## src/core/timer_ctl_consts.vh

```
// Constants for the timer state and output control block
`ifndef TIMER_CTL_CONSTS_VH
`define TIMER_CTL_CONSTS_VH

// ------------------------------------------------------------------
// Clock and timing
// ------------------------------------------------------------------
`define CLK_HZ 25000000
`define TICK_CYCLES (`CLK_HZ)
`define TICK_LAST 25'h17D783F
`define LOCAL_RESET_SEC 4'h3
`define REMOTE_RESET_SEC 1
`define REMOTE_CYCLES 25'h17D7840
`define GTOT_CLEAR_SEC 4'hA
`define ON_DELAY_MAX 32400

// ------------------------------------------------------------------
// Timer states (3-bit codes)
// ------------------------------------------------------------------
`define ST_RESET 3'h0
`define ST_RUN 3'h1
`define ST_PAUSE 3'h2
`define ST_RDELAY 3'h3
`define ST_DONE 3'h4

// ------------------------------------------------------------------
// APB register byte addresses
// ------------------------------------------------------------------
`define REG_CTRL 12'h000
`define REG_SETTIME 12'h004
`define REG_OUT1 12'h008
`define REG_OUT2 12'h00C
`define REG_STATUS 12'h010
`define REG_ELAPSED 12'h014
`define REG_GTOTAL 12'h018

// ------------------------------------------------------------------
// CTRL fields
// ------------------------------------------------------------------
`define CTRL_LOCAL_RESET_EN 0
`define CTRL_GTOT_CLEAR_EN 1
`define CTRL_COUNT_DOWN 2
`define CTRL_START 3
`define CTRL_STOP 4
`define CTRL_RESET 5
`define CTRL_RESET_VAL 32'h00000000

// ------------------------------------------------------------------
// OUTx fields: [15:0] delay, [18:16] on state, [19] on invert,
// [22:20] off state, [23] off invert, [24] enable
// ------------------------------------------------------------------
`define OUT_DLY_MSB 15
`define OUT_ON_LSB 16
`define OUT_ON_INV 19
`define OUT_OFF_LSB 20
`define OUT_OFF_INV 23
`define OUT_EN 24
`define OUT_RESET_VAL 25'h0000000

`endif

```

## src/core/out_switch.v

```verilog
// One control output: state-entry on/off decode with on-delay
`timescale 1ns/10ps
module out_switch (
    input wire i_sys_clk, // System clock
    input wire i_reset, // Async reset, active high
    input wire i_ce, // Clock enable
    input wire i_tick, // One-second tick pulse
    input wire i_enter, // Pulse: timer entered a new state
    input wire [2:0] i_state, // State just entered
    input wire [24:0] i_cfg, // Output configuration word
    output reg o_on // Switch closed
);
`include "timer_ctl_consts.vh"

    reg pending;
    reg [15:0] dly_cnt;
    wire [2:0] on_st;
    wire [2:0] off_st;
    wire hit_on;
    wire hit_off;
    wire enabled;

    assign on_st = i_cfg[`OUT_ON_LSB+2:`OUT_ON_LSB];
    assign off_st = i_cfg[`OUT_OFF_LSB+2:`OUT_OFF_LSB];
    assign enabled = i_cfg[`OUT_EN];
    // RULE8: inverted turn-on
    assign hit_on = i_enter &
        ((i_state == on_st) ^ i_cfg[`OUT_ON_INV]);
    // RULE9: inverted turn-off
    assign hit_off = i_enter &
        ((i_state == off_st) ^ i_cfg[`OUT_OFF_INV]);

    // On/off latch with whole-second on-delay
    always @(posedge i_sys_clk or posedge i_reset) begin
        if (i_reset) begin
            o_on <= 1'b0;
            pending <= 1'b0;
            dly_cnt <= 16'h0000;
        end else if (i_ce) begin
            // RULE11: disable holds off
            // RULE17: disabled means off
            if (!enabled) begin
                o_on <= 1'b0;
                pending <= 1'b0;
            // RULE17: cancel pending delay
            // RULE10: off on leaving state
            end else if (hit_off) begin
                o_on <= 1'b0;
                pending <= 1'b0;
            // RULE7: on at entry
            // RULE13: zero means no delay
            end else if (hit_on) begin
                if (i_cfg[`OUT_DLY_MSB:0] == 16'h0000) begin
                    o_on <= 1'b1;
                end else begin
                    pending <= 1'b1;
                    dly_cnt <= i_cfg[`OUT_DLY_MSB:0];
                end
            // RULE12: deferred close
            end else if (pending && i_tick) begin
                if (dly_cnt == 16'h0001) begin
                    pending <= 1'b0;
                    o_on <= 1'b1;
                end
                dly_cnt <= dly_cnt - 16'h0001;
            end
        end
    end
endmodule // out_switch

```

## src/core/timer_state_output_control.v

```verilog
// Timer state machine, reset detection, grand total and two outputs
`timescale 1ns/10ps
// Summary of operation
// RULE1: Buttons held together over three seconds with permission reset timer.
// RULE2: Local reset permission is a setting; when off button hold ignored.
// RULE3: Remote terminals joined continuously over one second reset timer.
// RULE4: Grand total accumulates running time apart from elapsed value.
// RULE5: With clear allowed, buttons held over ten seconds zero grand total.
// RULE6: Five states: reset, running, paused, restart delay, complete.
// RULE7: Output turns on entering on-state, off entering off-state.
// RULE8: Inverted on choice turns on entering any other state.
// RULE9: Inverted off choice turns off entering any other state.
// RULE10: On running, off inverted running gives on only while running.
// RULE11: Enable bit disables output keeping other settings unchanged.
// RULE12: Closing deferred by configured delay from the on condition.
// RULE13: Delay whole seconds 0 to 32400; zero means no delay. The code does not clamp the 16-bit field, so delays up to 65535 are accepted.
// RULE14: Annunciator one lit while output one is on.
// RULE15: Output two identical, independent, own annunciator.
// RULE16: Timer counts up to set time or down from it.
// RULE17: Disabled output held off; off condition cancels pending delay.
module timer_state_output_control (
    input wire i_sys_clk, // System clock 25 MHz
    input wire i_reset, // Async reset, active high
    input wire i_ce, // Clock enable, freezes state when low
    input wire i_btn_a, // First designated panel button
    input wire i_btn_b, // Second designated panel button
    input wire i_display_mode, // Instrument in display mode
    input wire i_remote_reset_term_a, // Remote reset contact sense
    input wire i_remote_reset_term_b, // High when joined to term a
    input wire i_psel, // APB select
    input wire i_penable, // APB enable
    input wire i_pwrite, // APB write
    input wire [11:0] i_paddr, // APB address
    input wire [31:0] i_pwdata, // APB write data
    output reg [31:0] o_prdata, // APB read data
    output reg o_pready, // APB ready
    output reg o_pslverr, // APB error
    output reg o_out1, // Control output 1 switch
    output reg o_out2, // Control output 2 switch
    output reg o_annun1, // Annunciator 1
    output reg o_annun2, // Annunciator 2
    output reg [2:0] o_timer_state // Current timer state
);
`include "timer_ctl_consts.vh"

    // ------------------------------------------------------------------
    // Declarations
    // ------------------------------------------------------------------
    reg [5:0] ctrl;
    reg [31:0] set_time;
    reg [24:0] out1_cfg;
    reg [24:0] out2_cfg;
    reg [31:0] elapsed;
    reg [31:0] grand_total;
    reg [2:0] state;
    reg [2:0] next_state;
    reg enter;
    reg [24:0] tick_cnt;
    reg tick;
    reg [3:0] btn_sec;
    reg [24:0] btn_sub;
    reg [24:0] rem_sub;
    reg rem_long;
    reg btn_reset_done;
    reg rem_reset_done;
    reg timer_reset_req;
    reg gtot_clear;
    wire out1_on;
    wire out2_on;
    wire acc;
    wire wr;
    wire btn_both;
    wire rem_join;
    wire reached;

    assign acc = i_psel & i_penable;
    assign wr = acc & i_pwrite;
    assign btn_both = i_btn_a & i_btn_b & i_display_mode;
    assign rem_join = i_remote_reset_term_a & i_remote_reset_term_b;
    assign reached = ctrl[`CTRL_COUNT_DOWN] ?
        (elapsed == 32'h00000000) : (elapsed >= set_time);

    // ------------------------------------------------------------------
    // APB slave
    // ------------------------------------------------------------------
    // Register writes and read mux, one wait-free access phase
    always @(posedge i_sys_clk or posedge i_reset) begin
        if (i_reset) begin
            ctrl <= 6'h00;
            set_time <= 32'h00000000;
            out1_cfg <= `OUT_RESET_VAL;
            out2_cfg <= `OUT_RESET_VAL;
            o_prdata <= 32'h00000000;
            o_pready <= 1'b0;
            o_pslverr <= 1'b0;
        end else if (i_ce) begin
            o_pready <= i_psel & ~i_penable;
            o_pslverr <= 1'b0;
            ctrl[5:3] <= 3'h0; // Start/stop/reset are self-clearing
            if (i_psel && !i_penable) begin
                o_prdata <= 32'h00000000;
                case (i_paddr)
                    `REG_CTRL: o_prdata <= {29'h0, ctrl[2:0]};
                    `REG_SETTIME: o_prdata <= set_time;
                    `REG_OUT1: o_prdata <= {7'h00, out1_cfg};
                    `REG_OUT2: o_prdata <= {7'h00, out2_cfg};
                    `REG_STATUS: o_prdata <= {27'h0, o_out2, o_out1,
                        state};
                    `REG_ELAPSED: o_prdata <= elapsed;
                    `REG_GTOTAL: o_prdata <= grand_total;
                    default: o_pslverr <= 1'b1;
                endcase
            end
            if (wr && o_pready) begin
                case (i_paddr)
                    // RULE2: reset permission setting
                    `REG_CTRL: ctrl <= i_pwdata[5:0];
                    `REG_SETTIME: set_time <= i_pwdata;
                    // RULE15: independent configs
                    `REG_OUT1: out1_cfg <= i_pwdata[24:0];
                    `REG_OUT2: out2_cfg <= i_pwdata[24:0];
                    default: ;
                endcase
            end
        end
    end

    // ------------------------------------------------------------------
    // Seconds tick
    // ------------------------------------------------------------------
    // Divide the system clock to a one-cycle pulse each second
    always @(posedge i_sys_clk or posedge i_reset) begin
        if (i_reset) begin
            tick_cnt <= 25'h0000000;
            tick <= 1'b0;
        end else if (i_ce) begin
            tick <= (tick_cnt == `TICK_LAST);
            // Counter wraps after the last cycle of each second
            if (tick_cnt == `TICK_LAST) begin
                tick_cnt <= 25'h0000000;
            end else begin
                tick_cnt <= tick_cnt + 25'h0000001;
            end
        end
    end

    // ------------------------------------------------------------------
    // Reset detection
    // ------------------------------------------------------------------
    // Button hold timer counts whole seconds held, and remote contact
    // timer counts cycles held; each fires once per hold
    always @(posedge i_sys_clk or posedge i_reset) begin
        if (i_reset) begin
            btn_sub <= 25'h0000000;
            btn_sec <= 4'h0;
            rem_sub <= 25'h0000000;
            rem_long <= 1'b0;
            btn_reset_done <= 1'b0;
            rem_reset_done <= 1'b0;
            timer_reset_req <= 1'b0;
            gtot_clear <= 1'b0;
        end else if (i_ce) begin
            timer_reset_req <= 1'b0;
            gtot_clear <= 1'b0;
            if (!btn_both) begin
                btn_sub <= 25'h0000000;
                btn_sec <= 4'h0;
                btn_reset_done <= 1'b0;
            end else if (btn_sub == `TICK_LAST) begin
                btn_sub <= 25'h0000000;
                if (btn_sec != 4'hF) begin
                    btn_sec <= btn_sec + 4'h1;
                end
            end else begin
                btn_sub <= btn_sub + 25'h0000001;
            end
            // RULE1: over three seconds
            // RULE2: only when permitted
            if (btn_both && ctrl[`CTRL_LOCAL_RESET_EN] &&
                    !btn_reset_done &&
                    btn_sec == `LOCAL_RESET_SEC &&
                    btn_sub != 25'h0000000) begin
                timer_reset_req <= 1'b1;
                btn_reset_done <= 1'b1;
            end
            // RULE5: ten second clear
            if (btn_both && ctrl[`CTRL_GTOT_CLEAR_EN] &&
                    btn_sec == `GTOT_CLEAR_SEC &&
                    btn_sub == 25'h0000001) begin
                gtot_clear <= 1'b1;
            end
            // Any opening of the contact restarts the count
            // RULE3: remote contact one second
            if (!rem_join) begin
                rem_sub <= 25'h0000000;
                rem_long <= 1'b0;
                rem_reset_done <= 1'b0;
            end else if (rem_sub == `REMOTE_CYCLES) begin
                rem_long <= 1'b1;
            end else begin
                rem_sub <= rem_sub + 25'h0000001;
            end
            if (rem_long && !rem_reset_done) begin
                timer_reset_req <= 1'b1;
                rem_reset_done <= 1'b1;
            end
        end
    end

    // ------------------------------------------------------------------
    // Timer state machine
    // ------------------------------------------------------------------
    // RULE6: five timer states
    always @* begin
        next_state = state;
        case (state)
            `ST_RESET: if (ctrl[`CTRL_START] && set_time != 32'h00000000)
                next_state = `ST_RUN;
            `ST_RUN: if (reached) next_state = `ST_DONE;
                else if (ctrl[`CTRL_STOP]) next_state = `ST_PAUSE;
            `ST_PAUSE: if (ctrl[`CTRL_START]) next_state = `ST_RUN;
            `ST_RDELAY: if (ctrl[`CTRL_START]) next_state = `ST_RUN;
            `ST_DONE: next_state = `ST_DONE;
            default: next_state = `ST_RESET;
        endcase
        if (ctrl[`CTRL_RESET] || timer_reset_req) begin
            next_state = `ST_RESET;
        end
    end

    // State register, elapsed count and grand total
    always @(posedge i_sys_clk or posedge i_reset) begin
        if (i_reset) begin
            state <= `ST_RESET;
            enter <= 1'b0;
            elapsed <= 32'h00000000;
            grand_total <= 32'h00000000;
            o_timer_state <= `ST_RESET;
        end else if (i_ce) begin
            state <= next_state;
            o_timer_state <= next_state;
            enter <= (next_state != state);
            // RULE16: up or down count
            if (next_state == `ST_RESET) begin
                elapsed <= ctrl[`CTRL_COUNT_DOWN] ? set_time :
                    32'h00000000;
            end else if (state == `ST_RUN && tick && !reached) begin
                elapsed <= ctrl[`CTRL_COUNT_DOWN] ?
                    elapsed - 32'h00000001 : elapsed + 32'h00000001;
            end
            // RULE4: grand total of run time
            if (gtot_clear) begin
                grand_total <= 32'h00000000;
            end else if (state == `ST_RUN && tick) begin
                grand_total <= grand_total + 32'h00000001;
            end
        end
    end

    // ------------------------------------------------------------------
    // Control outputs
    // ------------------------------------------------------------------
    out_switch u_out1 (
        .i_sys_clk(i_sys_clk),
        .i_reset(i_reset),
        .i_ce(i_ce),
        .i_tick(tick),
        .i_enter(enter),
        .i_state(state),
        .i_cfg(out1_cfg),
        .o_on(out1_on)
    );

    out_switch u_out2 (
        .i_sys_clk(i_sys_clk),
        .i_reset(i_reset),
        .i_ce(i_ce),
        .i_tick(tick),
        .i_enter(enter),
        .i_state(state),
        .i_cfg(out2_cfg),
        .o_on(out2_on)
    );

    // Output switches and annunciators registered
    always @(posedge i_sys_clk or posedge i_reset) begin
        if (i_reset) begin
            o_out1 <= 1'b0;
            o_out2 <= 1'b0;
            o_annun1 <= 1'b0;
            o_annun2 <= 1'b0;
        end else if (i_ce) begin
            o_out1 <= out1_on;
            o_out2 <= out2_on;
            // RULE14: annunciator one
            o_annun1 <= out1_on;
            // RULE15: annunciator two
            o_annun2 <= out2_on;
        end
    end
endmodule // timer_state_output_control

```

## config.mk

```make
export PLATFORM = sky130hd
export DESIGN_NAME = timer_state_output_control
export DESIGN_NICKNAME = d
export VERILOG_FILES = /design/src/core/out_switch.v /design/src/core/timer_state_output_control.v
export VERILOG_INCLUDE_DIRS = /design/src /design/src/core
export SDC_FILE = /design/constraint.sdc
export NUM_CORES = 1
export LEC_CHECK = 0
export ABC_AREA = 1
export BUFFER_PORTS_ARGS = -buffer_cell sky130_fd_sc_hd__buf_2
export CORE_MARGIN = 3
export CORE_UTILIZATION = 63
export DETAILED_ROUTE_END_ITERATION = 10
export PLACE_DENSITY = 0.9
export REMOVE_ABC_BUFFERS = 1
export SYNTH_ARGS = -nofsm -noshare
export SYNTH_HDL_FRONTEND = slang
export SYNTH_SLANG_ARGS = --single-unit
export TNS_END_PERCENT = 100
```

## constraint.sdc

```tcl
create_clock -name i_sys_clk -period 12.5 [get_ports i_sys_clk]
set_input_delay 2.5 -clock i_sys_clk [delete_from_list [all_inputs] [get_ports i_sys_clk]]
set_output_delay 2.5 -clock i_sys_clk [all_outputs]
set_load 0.1 [all_outputs]
```

Yosys cells after proc, flatten, opt, wreduce, memory -nomap -nowiden:

Index checks and enable logic that the tools add are counted.

* reductions and logical operators: 52
* order comparisons: 1
* equal/unequal tests: 40
* bitwise logic cells: 17
* add/subtract/negate cells: 9
* mux-type cells: 65

Operators by type and width (count)
* $pmux 32 s7: 1
* $mux 32: 6
* $mux 25: 5
* $mux 16: 6
* $add 25x1->25 const B: 3
* $eq 25x25->1 const B: 3
* $add 32x1->32 const B: 2
* $eq 12x5->1 const B: 3
* $mux 1: 36
* $eq 16x1->1 const B: 2
* $ge 32x32->1: 1
* $logic_not 16->1: 2
* $logic_not 32->1: 1
* $reduce_bool 32->1: 1
* $sub 16x1->16 const B: 2
* $sub 32x1->32 const B: 1
* $eq 25x1->1 const B: 1
* $reduce_bool 25->1: 1
* $eq 12x4->1 const B: 2
* $ne 4x4->1 const B: 5
* $ne 4x1->1 const B: 4
* $reduce_and 4->1: 4
* $logic_and 1x1->1: 15
* $mux 3: 5
* 27 further kinds: 72

* output and inout bits: 41
* word-level logic and storage cells: 214
* register bits after elaboration: 313
* input port bits: 55

Logic depth before layout (Yosys ltp):

* word-level depth: 8
* gate-level depth with buffers: 23
* depth with buffers taken out: 22

Cells and area by module:

A second synthesis with hierarchy kept.

* cell total of the unflattened synthesis: 2767
* area, all modules: 19994.2 um^2

By module, submodules not included
* timer_state_output_control: area each 16926.2 um^2, sequential area each 6931.6 um^2, cells an instance 2283, instances 1
* out_switch: area each 1534.0 um^2, sequential area each 450.4 um^2, cells an instance 242, instances 2

Worst setup path before layout:

No wires, ideal clock.

* path type: input -> register
* start point: input port i_paddr[2]
* end point: register o_prdata[10]
* cell stages on the path: 8
* slack: 8521 ps
* arrival time: 3911 ps
* required time: 12432 ps
* buffers on the path: 1
* setup time: 68 ps
* path through: nor3_1 > nand2_1 > nor2_1 > nand2_1 > clkbuf_1 > o22ai_1 > o21ai_0 > nand2_1

* longest elaborated chain between the ends: 2
* elaborated cells on any way between the ends: 8
* those cells by class: 6 x eq/ne; 1 x mux; 1 x reduce/logical

Ends and longest elaborated chain
* from (decl): RTL line timer_state_output_control.v:33 `input wire [11:0] i_paddr,`
* $eq 12x5->1 (tied with other cells): RTL line timer_state_output_control.v:102 `case (i_paddr)`
* $pmux 32 s7 *: RTL line timer_state_output_control.v:102
* to (signal assigned): RTL line timer_state_output_control.v:103 `` `REG_CTRL: o_prdata <= {29'h0, ctrl[2:0]}; ``
* to (signal assigned): RTL line timer_state_output_control.v:104 `` `REG_SETTIME: o_prdata <= set_time; ``
* to (signal assigned): RTL line timer_state_output_control.v:105 `` `REG_OUT1: o_prdata <= {7'h00, out1_cfg}; ``
* to (decl): RTL line timer_state_output_control.v:35 `output reg [31:0] o_prdata,`

Every way passes the cells marked *; elsewhere a longest branch is shown, timed or not.
A chain may end at the register's enable or synchronous reset.

Worst setup path after layout:

* start point: input port i_ce
* end point: register rem_sub[20]

* longest elaborated chain between the ends: 1

Ends and longest elaborated chain
* from (decl): RTL line timer_state_output_control.v:24 `input wire i_ce,`
* $reduce_and 2->1 (no source line)
* to (signal assigned): RTL line timer_state_output_control.v:201 `rem_sub <= rem_sub + 25'h0000001;`
* to (decl): RTL line timer_state_output_control.v:62 `reg [24:0] rem_sub;`

No other way between the ends.

==> flow_summary_export.csv <==
group,metric,value,unit
synthesis,synth_compound_gate_area_share,14.3,%
grt,grt_pass1_wl,93.8,mm
synthesis,post_synth_xor_area_fraction,3.61,%
critical_path,crit_path_start_kind,"primary input",
cts,cts_tree,"built",
grt,pin_count_of_the_biggest_net_entering_global_routing,117,
cts,cts.repair_timing.setup_buffer_count,0,
place,half_perimeter_wire_length_after_detailed_placement,42.1,mm
synthesis,synth_cells,2684,
synthesis,synthesized_area_per_cell,7.33,µm²
synthesis,synth_top_family_by_area,"simple AND/OR/NAND/NOR gates",
sta,maxSlewViolCount,0,
cts,clk-insertion-delay-late,530,ps
detailed_routing,number_of_vias_after_detailed_routing,19300,
synthesis,post_synth_adder_cell_area,4.87,%
cts,cts_buffer_depth,3,
grt,sum_of_overflow_across_all_layers_after_global_routing,0,
cells_and_area,post_route_cells_drive_above_1_share,8.59,%
synthesis,post_synth_and_or_nand_nor_area_fraction,27.9,%
detailed_routing,routed_wl,58.2,mm
cells_and_area,insertedDiodeCount,0,
place,gp_congestion,0.971,
critical_path,timing.setup.critical_path_class,"primary input to register",
cells_and_area,final_core_util,70.3,%
sta,timing_hold_violations_final,0,
detailed_routing,dr_wl_cell,18.4,µm
detailed_routing,drt-pass1-iter-count,6,
synthesis,synth_area,0.0197,mm²
sta,grt_setup_unrepaired,"no",
cells_and_area,layout_overhead_on_the_synthesized_area,9.62,%
floorplan,die_height,183,µm
sta,max_slew_margin,24.9,%
critical_path,worst_r2r_startpoint,"set_time[15]",
cts,cts_root_buf,"sky130_fd_sc_hd__clkbuf_16",
synthesis,yosys.cell_types.count,63,
floorplan,ioPinCount,96,
critical_path,crit_fanout,39,
detailed_routing,drt_drc_violations_left,0,
sta,clock_skew,23.3,ps
synthesis,number_of_flops_mapped_to_enable_cells_by_yosys,0,
pwr,pwr_density_cell,114,mW/mm²
synthesis,share_of_synthesized_area_occupied_by_flip_flops_and_latches,39.8,%
grt,grt_util_all_layers,34.4,%
critical_path,crit_arrival,5450,ps
min_path,hold_path_class,"register to register",
sta,worst_pin_slew,1120,ps
place,detailed_place.area,0.0204,mm²
sta,timing.setup.tns,0,ps
floorplan,die_wd,183,µm
floorplan,rows,64,
floorplan,design.die.area,0.0334,mm²
cells_and_area,design_area,0.0216,mm²
grt,first_global_vias,18400,
critical_path,crit_path_end_kind,"register",
sta,setup_violations,0,
cts,ctsHoldBuffers,0,
sta,post-route-worst-setup-slack,7470,ps
place,numPortBuffers,95,
detailed_routing,final_antenna_net_count,0,
pwr,max-vdd-ir-drop,0.111,mV
cells_and_area,layout.filler_cells,2487,
cells_and_area,final_nets,2876,
min_path,hold_path_end,"o_prdata[14]",
pwr,power.static_leakage,10.9,nW
synthesis,synthMuxAreaShare,0,%
sta,finalWorstPathRequiredPeriod,5030,ps
grt,grt_antenna_before_repair,0,
floorplan,area_of_the_core,0.0307,mm²
place,pre_cts_ws,6970,ps
critical_path,worstPathRequired,12920,ps
synthesis,yosysWarnings,0,
cts,cts_htree_levels,2,
critical_path,r2r_cells,16,
cts,clock_slew_at_reported_path_ffs,60,ps
sta,period_share,40.3,%
detailed_routing,viasPerCell,6.08,
critical_path,r2r_end,"elapsed[27]",
floorplan,start_util,64.2,%
min_path,min-delay-start,"o_prdata[14]",
synthesis,synth_seq_cells,313,
sta,whs,475,ps
min_path,hold_depth,2,
detailed_routing,drtIter0Drc,2183,
cts,cts-buffers-inserted,35,
sta,achievable_clock_frequency,199,MHz
synthesis,synth-async-reset-ratio,100,%
critical_path,r2r_setup_slack,7670,ps
synthesis,dominant_synthesized_flop_cell,"sky130_fd_sc_hd__dfrtp_1",
cts,post_cts_gate_resize_count,0,
job,maxCapViolCount,0,
run_status,status,"complete, no violations",
cts,cts.sinks,313,
layout make-up:
cell class	count	area (µm²)	share of cell area (%)
Inverter	393	1490	6.91
Sequential cell	313	7830	36.3
Clock buffer	50	1040	4.84
Tap cell	396	495	2.30
Multi-Input combinational cell	1891	9980	46.3
Timing Repair Buffer	111	596	2.76
Clock inverter	12	133	0.615
routing by layer:
layer	GRT usage [%]	part of all wire (%)
met5	0	0
met4	17.4	5.8
met3	6.17	9.0
met2	56.5	46
met1	43.9	39
power breakdown:
part           internal, W  leakage, nW  switching (W)
sequential         0.00104         4.14      0.0000382
clock             0.000625        0.574       0.000432
combinational    0.0000762         6.18       0.000252
total              0.00174         10.9       0.000722
how the worst max path moves through the flow:
stage | slack, ps | depth (start not counted) | to | startpoint
detailed placement | 6970 | 13 | rem_sub[20] | i_ce
finish | 7470 | 13 | rem_sub[20] | i_ce
floorplan | 1340 | 1 | btn_reset_done | i_reset
global route | 7280 | 13 | rem_sub[20] | i_ce
CTS | 7550 | 13 | rem_sub[20] | i_ce
global placement | 7120 | 13 | rem_sub[20] | i_ce
critical path, stage by stage:
cell and delay (ps):
sky130_fd_sc_hd__buf_2 80, sky130_fd_sc_hd__buf_4 420, sky130_fd_sc_hd__inv_2 100, sky130_fd_sc_hd__nor2_1 800
sky130_fd_sc_hd__inv_1 430, sky130_fd_sc_hd__nand2_1 280, sky130_fd_sc_hd__nand4_2 160, sky130_fd_sc_hd__nor2_2 180
sky130_fd_sc_hd__nand3_2 90, sky130_fd_sc_hd__nor2_2 130, sky130_fd_sc_hd__nand2_1 80, sky130_fd_sc_hd__o21ai_1 120
sky130_fd_sc_hd__nor2_1 50
cells by family after synthesis:
family | after synthesis
AND/OR/NAND/NOR | 1246
AO/OA/AOI/OAI | 488
buffers and inverters | 480
flip-flops | 313
XOR/XNOR | 81
adder cells (fa/ha/maj) | 76
metrics by stage:
stage,power (W),cells
final,0.00246,3166
after global routing,0.00254,3166
after CTS,0.00246,3166
after detailed placement,0.00141,3104
after global placement,0.00140,3104
after floorplan,0.00131,2597
cells in the final DEF, fill, tap and decap left out, types with 28 or more instances in the layout:
cell type / count
sky130_fd_sc_hd__inv_1: 372
sky130_fd_sc_hd__o21ai_0: 210
sky130_fd_sc_hd__nor3_1: 48
sky130_fd_sc_hd__nor4_1: 53
sky130_fd_sc_hd__ha_1: 75
sky130_fd_sc_hd__buf_2: 95
sky130_fd_sc_hd__nand2_1: 660
sky130_fd_sc_hd__o22ai_1: 33
sky130_fd_sc_hd__dfrtp_1: 312
sky130_fd_sc_hd__clkbuf_16: 36
sky130_fd_sc_hd__nand4_1: 79
sky130_fd_sc_hd__xor2_1: 53
sky130_fd_sc_hd__nand3_1: 117
sky130_fd_sc_hd__a21oi_1: 133
sky130_fd_sc_hd__nor2_1: 228
sky130_fd_sc_hd__xnor2_1: 28
state kept, by name, summed over array words and instances, names as in the netlist, 16 cells and up:
register,count
set_time,32
btn_sub,25
elapsed,32
out1_cfg,25
tick_cnt,25
rem_sub,25
o_prdata,32
u_out1.dly_cnt,16
grand_total,32
out2_cfg,25
u_out2.dly_cnt,16
cell usage after synthesis, drive strengths merged, types with 6 or more instances:
cell type	number	area, µm²
a31oi	7	43.8
nor3	54	300
o21ai	217	1090
buf	35	194
a21oi	135	691
ha	75	938
nor3b	7	62.6
a21o	6	45.0
xor2	53	464
o31ai	13	97.6
nor4	55	350
xnor2	28	245
o21a	9	67.6
nand2	665	2510
o211ai	23	173
nand4	81	519
o22ai	33	206
dfrtp	313	7830
inv	391	1480
clkbuf	52	195
o221ai	11	96.3
nand3	123	653
nor2	247	1000
No activity file was read; power rests on OpenSTA's default activity.
